$ cat config.mk
export PLATFORM = sky130hd
export DESIGN_NAME = mmd_memory_map_decoder
export DESIGN_NICKNAME = d
export VERILOG_FILES = /design/src/verilog/mmd_pkg.sv /design/src/verilog/mmd_dec_if.sv /design/src/verilog/mmd_region_dec.sv /design/src/verilog/mmd_memory_map_decoder.sv
export SDC_FILE = /design/constraint.sdc
export NUM_CORES = 1
export LEC_CHECK = 0
export BUFFER_PORTS_ARGS = -buffer_cell sky130_fd_sc_hd__buf_2
export CORE_UTILIZATION = 44
export CTS_BUF_LIST = sky130_fd_sc_hd__clkbuf_4
export CTS_CLUSTER_SIZE = 28
export DETAILED_ROUTE_END_ITERATION = 6
export MAX_ROUTING_LAYER = met4
export PLACE_DENSITY = 0.78
export RECOVER_POWER = 25
export REMOVE_ABC_BUFFERS = 1
export SYNTH_ARGS = -nofsm -noshare
export SYNTH_HDL_FRONTEND = slang
export SYNTH_SLANG_ARGS = --single-unit
$ cat constraint.sdc
create_clock -name clk_sys_in -period 2.1 [get_ports clk_sys_in]
set_input_delay 0.315 -clock clk_sys_in [delete_from_list [all_inputs] [get_ports clk_sys_in]]
set_output_delay 0.315 -clock clk_sys_in [all_outputs]
set_load 0.005 [all_outputs]
$ cat src/verilog/mmd_pkg.sv
// mmd_pkg: address map, timing counts and route codes of the memory map decoder
// assumes: byte addresses from a 32-bit requester, one 125 MHz clock
package mmd_pkg;
	// memory regions (byte addresses, tops exclusive)
	localparam logic [31:0] ALIAS_TOP     = 32'h0002_0000; // window at address zero
	localparam logic [31:0] SRAM_BASE     = 32'h0004_0000; // own home of sram
	localparam logic [31:0] SRAM_BYTES    = 32'h0000_2000; // 2k words of 32 bits
	localparam logic [31:0] FLASH1_BASE   = 32'h0008_0000;
	localparam logic [31:0] FLASH0_BASE   = 32'h0009_0000;
	localparam logic [31:0] FLASH0_USER   = 32'h0009_f700; // boot page above this
	localparam logic [31:0] FLASH_TOP     = 32'h000a_0000;
	localparam logic [16:0] BOOT_OFF      = 17'h1_f700;    // boot page, offset from bank 1
	// peripheral register space
	localparam logic [31:0] PER_BASE      = 32'hffff_0000; // interrupt block is lowest
	localparam logic [31:0] SYSCTL_BASE   = 32'hffff_0200;
	localparam logic [31:0] REMAP_ADDR    = 32'hffff_0220;
	localparam int          GRAN_LSB      = 7;             // 128-byte occupancy granules
	localparam logic [31:0] OCC_MAP       = 32'hb457_0fd7; // occupied granules
	localparam logic [31:0] AHB_MAP       = 32'h3400_0000; // gpio and flash control
	localparam logic        REMAP_RST     = 1'h1;          // flash at zero after reset
	localparam int          REMAP_BIT     = 0;
	// flash and sram geometry
	localparam int          PAGE_BYTES    = 512;
	localparam int          PAGE_HW_LSB   = 8;             // page index in halfword address
	localparam int          FLASH_HW_W    = 15;            // 32k halfwords per bank
	localparam int          SRAM_AW       = 11;
	// timing
	localparam int          CLK_PS        = 8000;
	localparam int          CPU_KHZ       = 41780;
	localparam int          FLASH_MAX_PS  = 1_000_000_000 / CPU_KHZ;
	localparam int          FLASH_MAX_CYC = FLASH_MAX_PS / CLK_PS; // longest, rounds down
	localparam int          AHB_CYC       = 1;
	localparam int          APB_CYC       = 2;
	// access sizes
	localparam logic [1:0]  SZ_BYTE       = 2'h0;
	localparam logic [1:0]  SZ_HALF       = 2'h1;
	localparam logic [1:0]  SZ_WORD       = 2'h2;
	typedef enum logic [2:0] {
		RT_HOLE, RT_SRAM, RT_FLASH, RT_AHB, RT_APB, RT_REMAP, RT_PHOLE
	} mmd_route_t;
endpackage

$ cat src/verilog/mmd_dec_if.sv
// mmd_dec_if: request address in, decoded route and offset out
// assumes: purely combinational use inside one clock domain
`timescale 1ns/1ps
`default_nettype none
interface mmd_dec_if;
	logic [31:0]        addr;  // requested byte address
	logic               remap; // 1 places flash at zero
	logic               write; // write request
	mmd_pkg::mmd_route_t route;
	logic [16:0]        off;   // offset within target
	modport req (output addr, remap, write, input route, off);
	modport dec (input addr, remap, write, output route, off);
endinterface
`default_nettype wire

$ cat src/verilog/mmd_region_dec.sv
// mmd_region_dec: maps a byte address onto a target and its local offset
// assumes: address held stable by the caller for the cycle of the decision
`timescale 1ns/1ps
`default_nettype none
module mmd_region_dec (
	mmd_dec_if.dec dif
);
	logic [31:0] a;
	logic [4:0]  gran;
	localparam int GRAN_LSB_HI = mmd_pkg::GRAN_LSB + 4; // top bit of the granule index
	assign a    = dif.addr;
	assign gran = a[GRAN_LSB_HI:mmd_pkg::GRAN_LSB];

	// address compare chain, first match wins
	always_comb begin
		dif.route = mmd_pkg::RT_HOLE;
		dif.off   = a[16:0];
		if (a < mmd_pkg::ALIAS_TOP) begin
			if (dif.remap) begin
				dif.route = mmd_pkg::RT_FLASH;
				// boot page stays read only through the alias too
				if (dif.write && a[16:0] >= mmd_pkg::BOOT_OFF)
					dif.route = mmd_pkg::RT_HOLE;
			end else if (a < mmd_pkg::SRAM_BYTES) begin
				dif.route = mmd_pkg::RT_SRAM;
			end
		end else if (a >= mmd_pkg::SRAM_BASE && a < mmd_pkg::SRAM_BASE + mmd_pkg::SRAM_BYTES) begin
			dif.route = mmd_pkg::RT_SRAM;
			dif.off   = 17'(a - mmd_pkg::SRAM_BASE);
		end else if (a >= mmd_pkg::FLASH1_BASE && a < mmd_pkg::FLASH_TOP) begin
			dif.route = mmd_pkg::RT_FLASH;
			dif.off   = 17'(a - mmd_pkg::FLASH1_BASE);
			if (dif.write && a >= mmd_pkg::FLASH0_USER)
				dif.route = mmd_pkg::RT_HOLE;
		end else if (a >= mmd_pkg::PER_BASE) begin
			dif.off   = {1'h0, a[15:0]};
			if (a[15:12] != 4'h0 || !mmd_pkg::OCC_MAP[gran])
				dif.route = mmd_pkg::RT_PHOLE;
			else if (a[31:2] == mmd_pkg::REMAP_ADDR[31:2])
				dif.route = mmd_pkg::RT_REMAP;
			else if (mmd_pkg::AHB_MAP[gran])
				dif.route = mmd_pkg::RT_AHB;
			else
				dif.route = mmd_pkg::RT_APB;
		end
	end
endmodule // mmd_region_dec
`default_nettype wire

$ cat src/verilog/mmd_memory_map_decoder.sv
// mmd_memory_map_decoder: routes requester accesses to flash, sram and register buses
// assumes: requester and targets share clk_sys_in; targets answer read data
// combinationally while their select is high
`timescale 1ns/1ps
`default_nettype none
// Functional notes
// - flash appears at address zero after reset
// - clearing remap bit 0 puts sram at zero
// - little endian byte lanes everywhere
// - bank 0 at 0x90000, boot page protected
// - bank 1 at 0x80000, all user space
// - flash pages are 512 bytes
// - word from flash is two halfword accesses
// - halfword flash access fast enough for cpu
// - sram 2k words, single full-width access
// - registers in the top address pages
// - fast bus one cycle, slow bus two
// - flash control and gpio on fast bus
// - interrupt block at 0xffff0000
// - system control block at 0xffff0200
module mmd_memory_map_decoder (
	input  wire logic        clk_sys_in,
	input  wire logic        rst_b_in,
	input  wire logic        ce_in,
	input  wire logic        req_valid_in,
	input  wire logic [31:0] req_addr_in,
	input  wire logic        req_write_in,
	input  wire logic [1:0]  req_size_in,
	input  wire logic [31:0] req_wdata_in,
	output logic             req_ready_out,
	output logic             rsp_ack_out,
	output logic             rsp_err_out,
	output logic [31:0]      rsp_rdata_out,
	output logic             remap_out,
	output logic             flash_sel_out,
	output logic             flash_bank_out,
	output logic [14:0]      flash_haddr_out,
	output logic [6:0]       flash_page_out,
	output logic [1:0]       flash_be_out,
	output logic [15:0]      flash_wdata_out,
	input  wire logic [15:0] flash_rdata_in,
	output logic             sram_sel_out,
	output logic [10:0]      sram_addr_out,
	input  wire logic [31:0] sram_rdata_in,
	output logic             ahb_sel_out,
	output logic             apb_sel_out,
	output logic [15:0]      per_addr_out,
	input  wire logic [31:0] ahb_rdata_in,
	input  wire logic [31:0] apb_rdata_in,
	output logic             tgt_write_out,
	output logic [3:0]       tgt_be_out,
	output logic [31:0]      tgt_wdata_out
);
	typedef enum logic [1:0] {ST_IDLE, ST_WAIT, ST_FLASH_HI} mmd_state_t;

	mmd_dec_if dif ();
	mmd_region_dec u_dec (.dif(dif));

	mmd_state_t          state_reg, state_next;       // access sequencer
	logic                cnt_reg, cnt_next;           // extra wait for slow bus
	mmd_pkg::mmd_route_t route_reg, route_next;       // target of open access
	logic                word_reg, word_next;         // full word access
	logic [15:0]         lo_reg, lo_next;             // low flash half of a word
	logic                remap_reg, remap_next;
	logic                ready_reg, ready_next;
	logic                ack_reg, ack_next;
	logic                err_reg, err_next;
	logic [31:0]         rdata_reg, rdata_next;
	logic                fsel_reg, fsel_next;
	logic                fbank_reg, fbank_next;
	logic [14:0]         fhaddr_reg, fhaddr_next;
	logic [1:0]          fbe_reg, fbe_next;
	logic [15:0]         fwdata_reg, fwdata_next;
	logic                ssel_reg, ssel_next;
	logic [10:0]         saddr_reg, saddr_next;
	logic                ahb_reg, ahb_next;
	logic                apb_reg, apb_next;
	logic [15:0]         paddr_reg, paddr_next;
	logic                write_reg, write_next;
	logic [3:0]          be_reg, be_next;
	logic [31:0]         wdata_reg, wdata_next;
	logic [3:0]          be_w;                        // lanes of the new request
	logic                take_w;                      // request accepted this edge

	// byte lanes follow the low address bits: lowest address, lowest lane
	function automatic logic [3:0] lane_be(input logic [1:0] sz, input logic [1:0] a);
		case (sz)
			mmd_pkg::SZ_BYTE: lane_be = 4'h1 << a;
			mmd_pkg::SZ_HALF: lane_be = a[1] ? 4'hc : 4'h3;
			default:          lane_be = 4'hf;
		endcase
	endfunction

	assign dif.addr  = req_addr_in;
	assign dif.remap = remap_reg;
	assign dif.write = req_write_in;
	assign be_w      = lane_be(req_size_in, req_addr_in[1:0]);
	assign take_w    = ce_in && ready_reg && req_valid_in;

	// next state of the sequencer and every registered output
	always_comb begin
		state_next  = state_reg;
		cnt_next    = cnt_reg;
		route_next  = route_reg;
		word_next   = word_reg;
		lo_next     = lo_reg;
		remap_next  = remap_reg;
		ready_next  = ready_reg;
		ack_next    = 1'h0;
		err_next    = 1'h0;
		rdata_next  = rdata_reg;
		fsel_next   = fsel_reg;
		fbank_next  = fbank_reg;
		fhaddr_next = fhaddr_reg;
		fbe_next    = fbe_reg;
		fwdata_next = fwdata_reg;
		ssel_next   = ssel_reg;
		saddr_next  = saddr_reg;
		ahb_next    = ahb_reg;
		apb_next    = apb_reg;
		paddr_next  = paddr_reg;
		write_next  = write_reg;
		be_next     = be_reg;
		wdata_next  = wdata_reg;
		case (state_reg)
			ST_IDLE: begin
				if (req_valid_in) begin
					route_next = dif.route;
					write_next = req_write_in;
					be_next    = be_w;
					wdata_next = req_wdata_in;
					word_next  = req_size_in == mmd_pkg::SZ_WORD;
					ready_next = 1'h0;
					state_next = ST_WAIT;
					cnt_next   = 1'h0;
					paddr_next = req_addr_in[15:0];
					case (dif.route)
						mmd_pkg::RT_SRAM: begin
							ssel_next  = 1'h1;
							saddr_next = dif.off[12:2];
						end
						mmd_pkg::RT_FLASH: begin
							fsel_next  = 1'h1;
							fbank_next = ~dif.off[16];
							if (req_size_in == mmd_pkg::SZ_WORD) begin
								// low half first, high half next cycle
								fhaddr_next = {dif.off[15:2], 1'h0};
								fbe_next    = 2'h3;
								fwdata_next = req_wdata_in[15:0];
								state_next  = ST_FLASH_HI;
							end else begin
								fhaddr_next = dif.off[15:1]; // one edge per halfword
								fbe_next    = req_addr_in[1] ? be_w[3:2] : be_w[1:0];
								fwdata_next = req_addr_in[1] ? req_wdata_in[31:16]
								                             : req_wdata_in[15:0];
							end
						end
						mmd_pkg::RT_AHB: ahb_next = 1'h1;
						mmd_pkg::RT_APB: begin
							apb_next = 1'h1;
							cnt_next = 1'(mmd_pkg::APB_CYC - 1);
						end
						mmd_pkg::RT_REMAP: cnt_next = 1'(mmd_pkg::APB_CYC - 1);
						// empty register space keeps slow bus timing, no select
						mmd_pkg::RT_PHOLE: cnt_next = 1'(mmd_pkg::APB_CYC - 1);
						default: cnt_next = 1'h0;
					endcase
				end
			end
			ST_FLASH_HI: begin
				lo_next     = flash_rdata_in;
				fhaddr_next = {fhaddr_reg[14:1], 1'h1};
				fbe_next    = 2'h3;
				fwdata_next = wdata_reg[31:16];
				state_next  = ST_WAIT;
			end
			ST_WAIT: begin
				if (cnt_reg) begin
					cnt_next = 1'h0;
				end else begin
					ack_next   = 1'h1;
					ready_next = 1'h1;
					fsel_next  = 1'h0;
					ssel_next  = 1'h0;
					ahb_next   = 1'h0;
					apb_next   = 1'h0;
					state_next = ST_IDLE;
					err_next   = route_reg == mmd_pkg::RT_HOLE;
					rdata_next = 32'h0;
					if (!write_reg) begin
						case (route_reg)
							mmd_pkg::RT_SRAM:  rdata_next = sram_rdata_in;
							mmd_pkg::RT_FLASH: rdata_next = word_reg
								? {flash_rdata_in, lo_reg}
								: {flash_rdata_in, flash_rdata_in};
							mmd_pkg::RT_AHB:   rdata_next = ahb_rdata_in;
							mmd_pkg::RT_APB:   rdata_next = apb_rdata_in;
							mmd_pkg::RT_REMAP: rdata_next = {31'h0, remap_reg};
							default:           rdata_next = 32'h0;
						endcase
					end else if (route_reg == mmd_pkg::RT_REMAP && be_reg[0]) begin
						remap_next = wdata_reg[mmd_pkg::REMAP_BIT];
					end
				end
			end
			default: state_next = ST_IDLE;
		endcase
	end

	// registers only; a low clock enable freezes everything except the synchronous reset, which still acts
	always_ff @(posedge clk_sys_in) begin
		if (!rst_b_in) begin
			state_reg  <= ST_IDLE;
			cnt_reg    <= 1'h0;
			route_reg  <= mmd_pkg::RT_HOLE;
			word_reg   <= 1'h0;
			lo_reg     <= 16'h0;
			remap_reg  <= mmd_pkg::REMAP_RST;
			ready_reg  <= 1'h1;
			ack_reg    <= 1'h0;
			err_reg    <= 1'h0;
			rdata_reg  <= 32'h0;
			fsel_reg   <= 1'h0;
			fbank_reg  <= 1'h0;
			fhaddr_reg <= 15'h0;
			fbe_reg    <= 2'h0;
			fwdata_reg <= 16'h0;
			ssel_reg   <= 1'h0;
			saddr_reg  <= 11'h0;
			ahb_reg    <= 1'h0;
			apb_reg    <= 1'h0;
			paddr_reg  <= 16'h0;
			write_reg  <= 1'h0;
			be_reg     <= 4'h0;
			wdata_reg  <= 32'h0;
		end else if (ce_in) begin
			state_reg  <= state_next;
			cnt_reg    <= cnt_next;
			route_reg  <= route_next;
			word_reg   <= word_next;
			lo_reg     <= lo_next;
			remap_reg  <= remap_next;
			ready_reg  <= ready_next;
			ack_reg    <= ack_next;
			err_reg    <= err_next;
			rdata_reg  <= rdata_next;
			fsel_reg   <= fsel_next;
			fbank_reg  <= fbank_next;
			fhaddr_reg <= fhaddr_next;
			fbe_reg    <= fbe_next;
			fwdata_reg <= fwdata_next;
			ssel_reg   <= ssel_next;
			saddr_reg  <= saddr_next;
			ahb_reg    <= ahb_next;
			apb_reg    <= apb_next;
			paddr_reg  <= paddr_next;
			write_reg  <= write_next;
			be_reg     <= be_next;
			wdata_reg  <= wdata_next;
		end
	end

	// outputs straight from their flops
	assign req_ready_out   = ready_reg;
	assign rsp_ack_out     = ack_reg;
	assign rsp_err_out     = err_reg;
	assign rsp_rdata_out   = rdata_reg;
	assign remap_out       = remap_reg;
	assign flash_sel_out   = fsel_reg;
	assign flash_bank_out  = fbank_reg;
	assign flash_haddr_out = fhaddr_reg;
	assign flash_page_out  = fhaddr_reg[14:mmd_pkg::PAGE_HW_LSB];
	assign flash_be_out    = fbe_reg;
	assign flash_wdata_out = fwdata_reg;
	assign sram_sel_out    = ssel_reg;
	assign sram_addr_out   = saddr_reg;
	assign ahb_sel_out     = ahb_reg;
	assign apb_sel_out     = apb_reg;
	assign per_addr_out    = paddr_reg;
	assign tgt_write_out   = write_reg;
	assign tgt_be_out      = be_reg;
	assign tgt_wdata_out   = wdata_reg;

	// checks; they assume software keeps off empty register space only loosely
	localparam int FMAX = mmd_pkg::FLASH_MAX_CYC;

	logic take_fw, take_fh, take_ahb, take_apb;
	assign take_fw  = take_w && dif.route == mmd_pkg::RT_FLASH
	                  && req_size_in == mmd_pkg::SZ_WORD && !req_write_in;
	assign take_fh  = take_w && dif.route == mmd_pkg::RT_FLASH
	                  && req_size_in != mmd_pkg::SZ_WORD;
	assign take_ahb = take_w && dif.route == mmd_pkg::RT_AHB;
	assign take_apb = take_w && dif.route == mmd_pkg::RT_APB;
endmodule // mmd_memory_map_decoder
`default_nettype wire

# Word-level counts from Yosys, hierarchy flattened
# Memories as Yosys holds them, arrays and structs flattened.
# Index checks and enable logic that the tools add are counted.
# op_classes
addsub	2
eq_ne	22
n_bitwise	3
n_lt_le_gt_ge	10
shifts	1
n_reduce_logical	29
mux	64
# ops
op	count
$pmux 32 s5	1
$mux 16	5
$mux 17	4
$ge 32x20->1 const B	2
$sub 17x1->17 const B	2
$ge 32x19->1 const B	1
$ge 32x32->1 const B	1
$lt 32x14->1 const B	1
$lt 32x18->1 const B	1
$lt 32x19->1 const B	1
$lt 32x20->1 const B	1
$mux 32	1
$pmux 16 s2	1
$eq 30x30->1 const B	1
$mux 15	2
$pmux 15 s2	1
$reduce_and 5->1	6
$mux 3	8
$mux 1	21
$mux 2	10
$ge 17x17->1 const B	1
$reduce_and 4->1	4
$eq 3x3->1 const B	5
$eq 3x2->1 const B	4
23 further kinds	46
# word_totals
in_bits	183
reg_bits	161
romBits	64
mem_count	2
# mem_list
memory	depth	word_bits	rd	rd_ports_with_merged_regs	wr	line	text
(name not given)	32	1	1	0	0	mmd_region_dec.sv:37	if (a[15:12] != 4'h0 || !mmd_pkg::OCC_MAP[gran])
(name not given)	32	1	1	0	0	mmd_region_dec.sv:41	else if (mmd_pkg::AHB_MAP[gran])

# Logic depth before layout (Yosys ltp)
# depth
word_depth	14
mapped_depth	9

# Cells and area by module
# Synthesis repeated with hierarchy kept, for this count alone.
# hier_totals
cells_unflattened	927
hier_area_um2	7780.0
# modules_own_cells
module	cells_per_inst	n_inst	seq_area_each_um2	area_each_um2
mmd_memory_map_decoder	871	1	3223.1	7402.1
mmd_region_dec	56	1	0.0	377.9

# Least setup slack after synthesis
# OpenSTA, ideal clock, no wires.
# synth_timing
path_kind	in2reg
startpoint	in req_addr_in[10]
endpoint	reg fhaddr_reg[0], in the netlist flash_haddr_out[0]
arrival_time_ns	1.875
slack_ns	0.110
path_stages	9
setup_ns	0.115
path_cell_list	buf_2 a31oi_1 or4_4 a31o_1 buf_6 and2_4 buf_6 buf_6 o21a_1
# synth_via
elab_chain_cells	12
# synth_lines
item	line	text
start, declared	mmd_memory_map_decoder.sv:26	input wire logic [31:0] req_addr_in,
$mem_v2 32x1, on equally long branches	n/a	
$mux 1, on equally long branches	mmd_region_dec.sv:41, mmd_region_dec.sv:37	
$mux 3 or $logic_not 1->1 (tied branches)	mmd_region_dec.sv:41, mmd_region_dec.sv:37	
$mux 3 or $logic_or 1x1->1 (tied branches)	mmd_region_dec.sv:39, mmd_region_dec.sv:37	
$mux 3	mmd_region_dec.sv:37	
$mux 3	mmd_region_dec.sv:35	end else if (a >= mmd_pkg::PER_BASE) begin
$mux 3	mmd_region_dec.sv:30	end else if (a >= mmd_pkg::FLASH1_BASE && a < mmd_pkg::FLASH_TOP) begin
$mux 3	mmd_region_dec.sv:27	end else if (a >= mmd_pkg::SRAM_BASE && a < mmd_pkg::SRAM_BASE + mmd_pkg::SRAM_BYTES) begin
$mux 3	mmd_region_dec.sv:18	if (a < mmd_pkg::ALIAS_TOP) begin
$eq 3x2->1	mmd_memory_map_decoder.sv:137	case (dif.route)
$ne 2x2->1 (no source line)	n/a	
$reduce_and 4->1 (no source line)	n/a	
end signal, assigned	mmd_memory_map_decoder.sv:249	fhaddr_reg <= fhaddr_next;
end, declared	mmd_memory_map_decoder.sv:71	logic [14:0] fhaddr_reg, fhaddr_next;
# Several ways; a longest one is shown, not always the timed one. The select of a mux whose other input is x is not followed.
# A chain may end at the register's enable or synchronous reset.

# Worst setup path after layout
# layout_timing
startpoint	in req_addr_in[15]
endpoint	reg fbe_reg[1], in the netlist flash_be_out[1]
# layout_via
elab_chain_cells	10
# layout_lines
item	line	text
parallel branches: the longest is 6 deep, another holds $ge 32x20->1	n/a	
$mux 3 *	mmd_region_dec.sv:18	
$eq 3x2->1 *	mmd_memory_map_decoder.sv:137	
$ne 2x2->1 (no source line) *	n/a	
$reduce_and 4->1 (no source line) *	n/a	
end signal, assigned	mmd_memory_map_decoder.sv:250	fbe_reg <= fbe_next;
end, declared	mmd_memory_map_decoder.sv:72	logic [1:0] fbe_reg, fbe_next;
# Mark *: on every way between the ends.

==> metrics <==
largest net degree at the start of global routing=roughly 130; CTS resizes=0; CTS tree=yes; largest area contributor in the netlist=dfxtp_1; clock tree buffer depth=2; drt total wl=between 20 and 30 mm; number of I/O pins=approximately 330; Synth top cells by count=nand2_1, dfxtp_1, a21oi_1, nor2_1, clkbuf_1; Cells after Synth=934; worst ir drop on vdd=slightly above 0.0004 V; Max Cap Viol=0; die height=approximately 130 µm; #FFs+latches synth=around 160; Netlist Area Pre-Place=between 7000 and 8000 µm²; switch share=27.9%; synth top area cells=dfxtp_1, nand2_1, a21oi_1, mux2i_1, o21ai_0; largest fanout on the critical path=12; smallest hold slack=0.0664 ns; Setup CP Type=input port to flip-flop; sequential share of the synthesized area=43.9%; prevailing post-synth register cell=dfxtp_1; PD cells=between 600 and 700 nW/µm²; worst-path cell chain=dlygate4sd3_1 > buf_2 > nand2_1 > or4_4 > a31o_1 > buf_4 > a21oi_1 > a211oi_1; detailed placement HPWL=between 15 and 20 mm; Die ar.=roughly 17000 µm²; I/O Buffers=approximately 330; crit path DAT=~2.3 ns; DRT iter0 DRCs=roughly 470; setup bufs post-CTS=0; PnR worst setup slack=0.179 ns; Post-synth EDFFs=0; Final Cycle Share=between 90% and 100%; fillers=1410; fin. max-slew vios=0; setup tns final=0 ns; core area=between 15000 and 20000 µm²; H-tree depth=4; startpoint type of the worst setup path=input port; routed vias/inst=~5.6; TritonCTS Sinks=~160; CTS Buf Count=17; DR DRC count=5; Setup Slack @ Placement=between 0.09 and 0.1 ns; Clock Power Share=between 30% and 40%; GRT Total Usage=a little under a third; Die Wd=between 100 and 150 µm; count of final setup violators=0; clock latency on the worst-skew pair=~0.55 ns; Internal Power=between 0.004 and 0.005 W; leak pwr=between 4 and 5 nW; failing checks=DRC; final non-filler cell total=between 1.5k and 2k; synth warn=0; status=complete, but fails checks; CTS root buf=clkbuf_4; CP endpoint kind=flip-flop; RSZ-0062 raised after global routing=no; Post-DRT Antenna Nets=0; Comb power frac=between 10% and 20%; P_sw=around 0.0018 W; Pre-antenna DRT Iters=7; most numerous cell in the Yosys netlist=nand2_1; Hold Vio Cnt, Final=0; first-pass GRT wire length=41.6 mm; Worst path slowest cell=or4_4; final net count=between 1k and 1.5k; routed vias=about 8.6k; Critical Path Max Stage Delay=0.55 ns; CP Data Required Time=2.51 ns; clock transition at the registers of the reported paths=0.13 ns; starting density of the core=45.6%; Placed Cells=around 1.4k; Distinct cells, synth=53; row count=46; Hold Path Class=input port to flip-flop; minimum clock period=1.92 ns; clock skew=0.0163 ns; relative slew slack=a little over half; fin area=about 10000 µm²; Peak Freq=521 MHz; Post-CTS Hold Fix Bufs=about 60; placed inst area=9330 µm²; gpl congestion=between 0.9 and 1; share of cells above drive strength 1=between 20% and 30%; total congestion overflow=0; sequential share of power=between 50% and 60%; fraction of registers with async set or reset after synthesis=0%; vias in the first global route=around 8.2k; Tightest Pin Transition=between 0.7 and 0.8 ns; antenna violations before repair=3; top cell type's share of synthesized area=43.9%; synthesized area per cell=7.86 µm²; Wirelength per Cell=17.1 µm; synth-to-layout area growth=38.9%
final cells by class:
| type | instances | area (µm²) | share of cell area [%] |
|---|---|---|---|
| Antenna cell | 3 | 7.51 | 0.0736 |
| Sequential cell | 161 | 3220 | 31.6 |
| Multi-Input combinational cell | 679 | 3750 | 36.7 |
| Clock inverter | 13 | 185 | 1.82 |
| Tap cell | 216 | 270 | 2.65 |
| Inverter | 7 | 28.8 | 0.282 |
| Timing Repair Buffer | 432 | 2590 | 25.4 |
| Clock buffer | 19 | 143 | 1.40 |
critical path: cells and delay by family:
kind                   cells  cell delay [ns]
AOI/OAI and AO/OA          3             0.48
and+or+nand+nor            2             0.64
buffers and inverters      3             0.90
kinds of logic (layout without fill, tap and decap cells):
kind of cell,count (synthesis),count (layout),share of synthesized area [%]
compound gates,289,289,24.8
buf+inv,94,471,5.60
flops,161,161,43.9
mux,31,31,4.26
other cells,0,3,0
simple gates,359,359,21.5
layout by cell type (no fill, tap or decap), types with 2 or more instances in the layout:
cell type and instances:
o31ai_1 2, nor2_1 60, nand4_1 23, buf_12 6, nor4_1 7, mux2_2 2, buf_2 288, buf_4 39
nand2b_1 5, o21ai_1 9, nor2b_1 4, and3_1 4, diode_2 3, a221oi_1 16, o21a_1 4, inv_6 2
dlygate4sd3_1 59, clkinvlp_4 3, a22o_1 31, nor3_1 8, clkinv_4 2, clkbuf_4 19, dfxtp_1 161, a31oi_1 23
clkinv_1 2, a21oi_1 109, a211oi_1 5, clkbuf_1 40, nor3b_2 2, inv_1 6, o2bb2ai_1 6, o21ai_0 55
nand2_1 199, a2bb2oi_1 16, bufinv_16 4, nand3_1 33, mux2i_1 29
power groups by stage:
stage          logic [W]  clock network (W)  registers [W]
3_5_place_dp    0.000943                  0        0.00326
5_1_grt          0.00113            0.00228        0.00321
2_1_floorplan   0.000398                  0        0.00327
4_1_cts          0.00103            0.00217        0.00320
3_3_place_gp    0.000935                  0        0.00326
6_report         0.00104            0.00212        0.00320
metal layers:
layer  track usage, %  wire [µm]  up-vias  part of all wire [%]
li1                 -          -     4056                     -
met1             35.5      10500     3991                    40
met2             51.7      12800      462                    49
met3             6.37       1950       68                   7.5
met4             13.6        847        0                   3.2
met5                -          0        -                     0
through the flow:
step           power (W)  util [%]
2_1_floorplan    0.00367         -
3_3_place_gp     0.00419      57.9
3_5_place_dp     0.00421      57.9
4_1_cts          0.00640      63.6
5_1_grt          0.00662      63.3
6_report         0.00636      63.3
final timing paths:
kind                                                  startpoint                               end  slack [ns]  cells after the start
worst max register to register         route_reg[1]$_SDFFE_PN0P_     rsp_rdata_out[8]$_SDFFE_PN0P_        0.19                      5
worst min register to register  flash_wdata_out[15]$_SDFFE_PN0P_  flash_wdata_out[15]$_SDFFE_PN0P_        0.46                      2
worst min-delay path                             req_addr_in[12]     per_addr_out[12]$_SDFFE_PN0P_        0.07                      3
worst max-delay path                             req_addr_in[15]      flash_be_out[1]$_SDFFE_PN0P_        0.18                      8
Power figures use the tool's default switching activity.
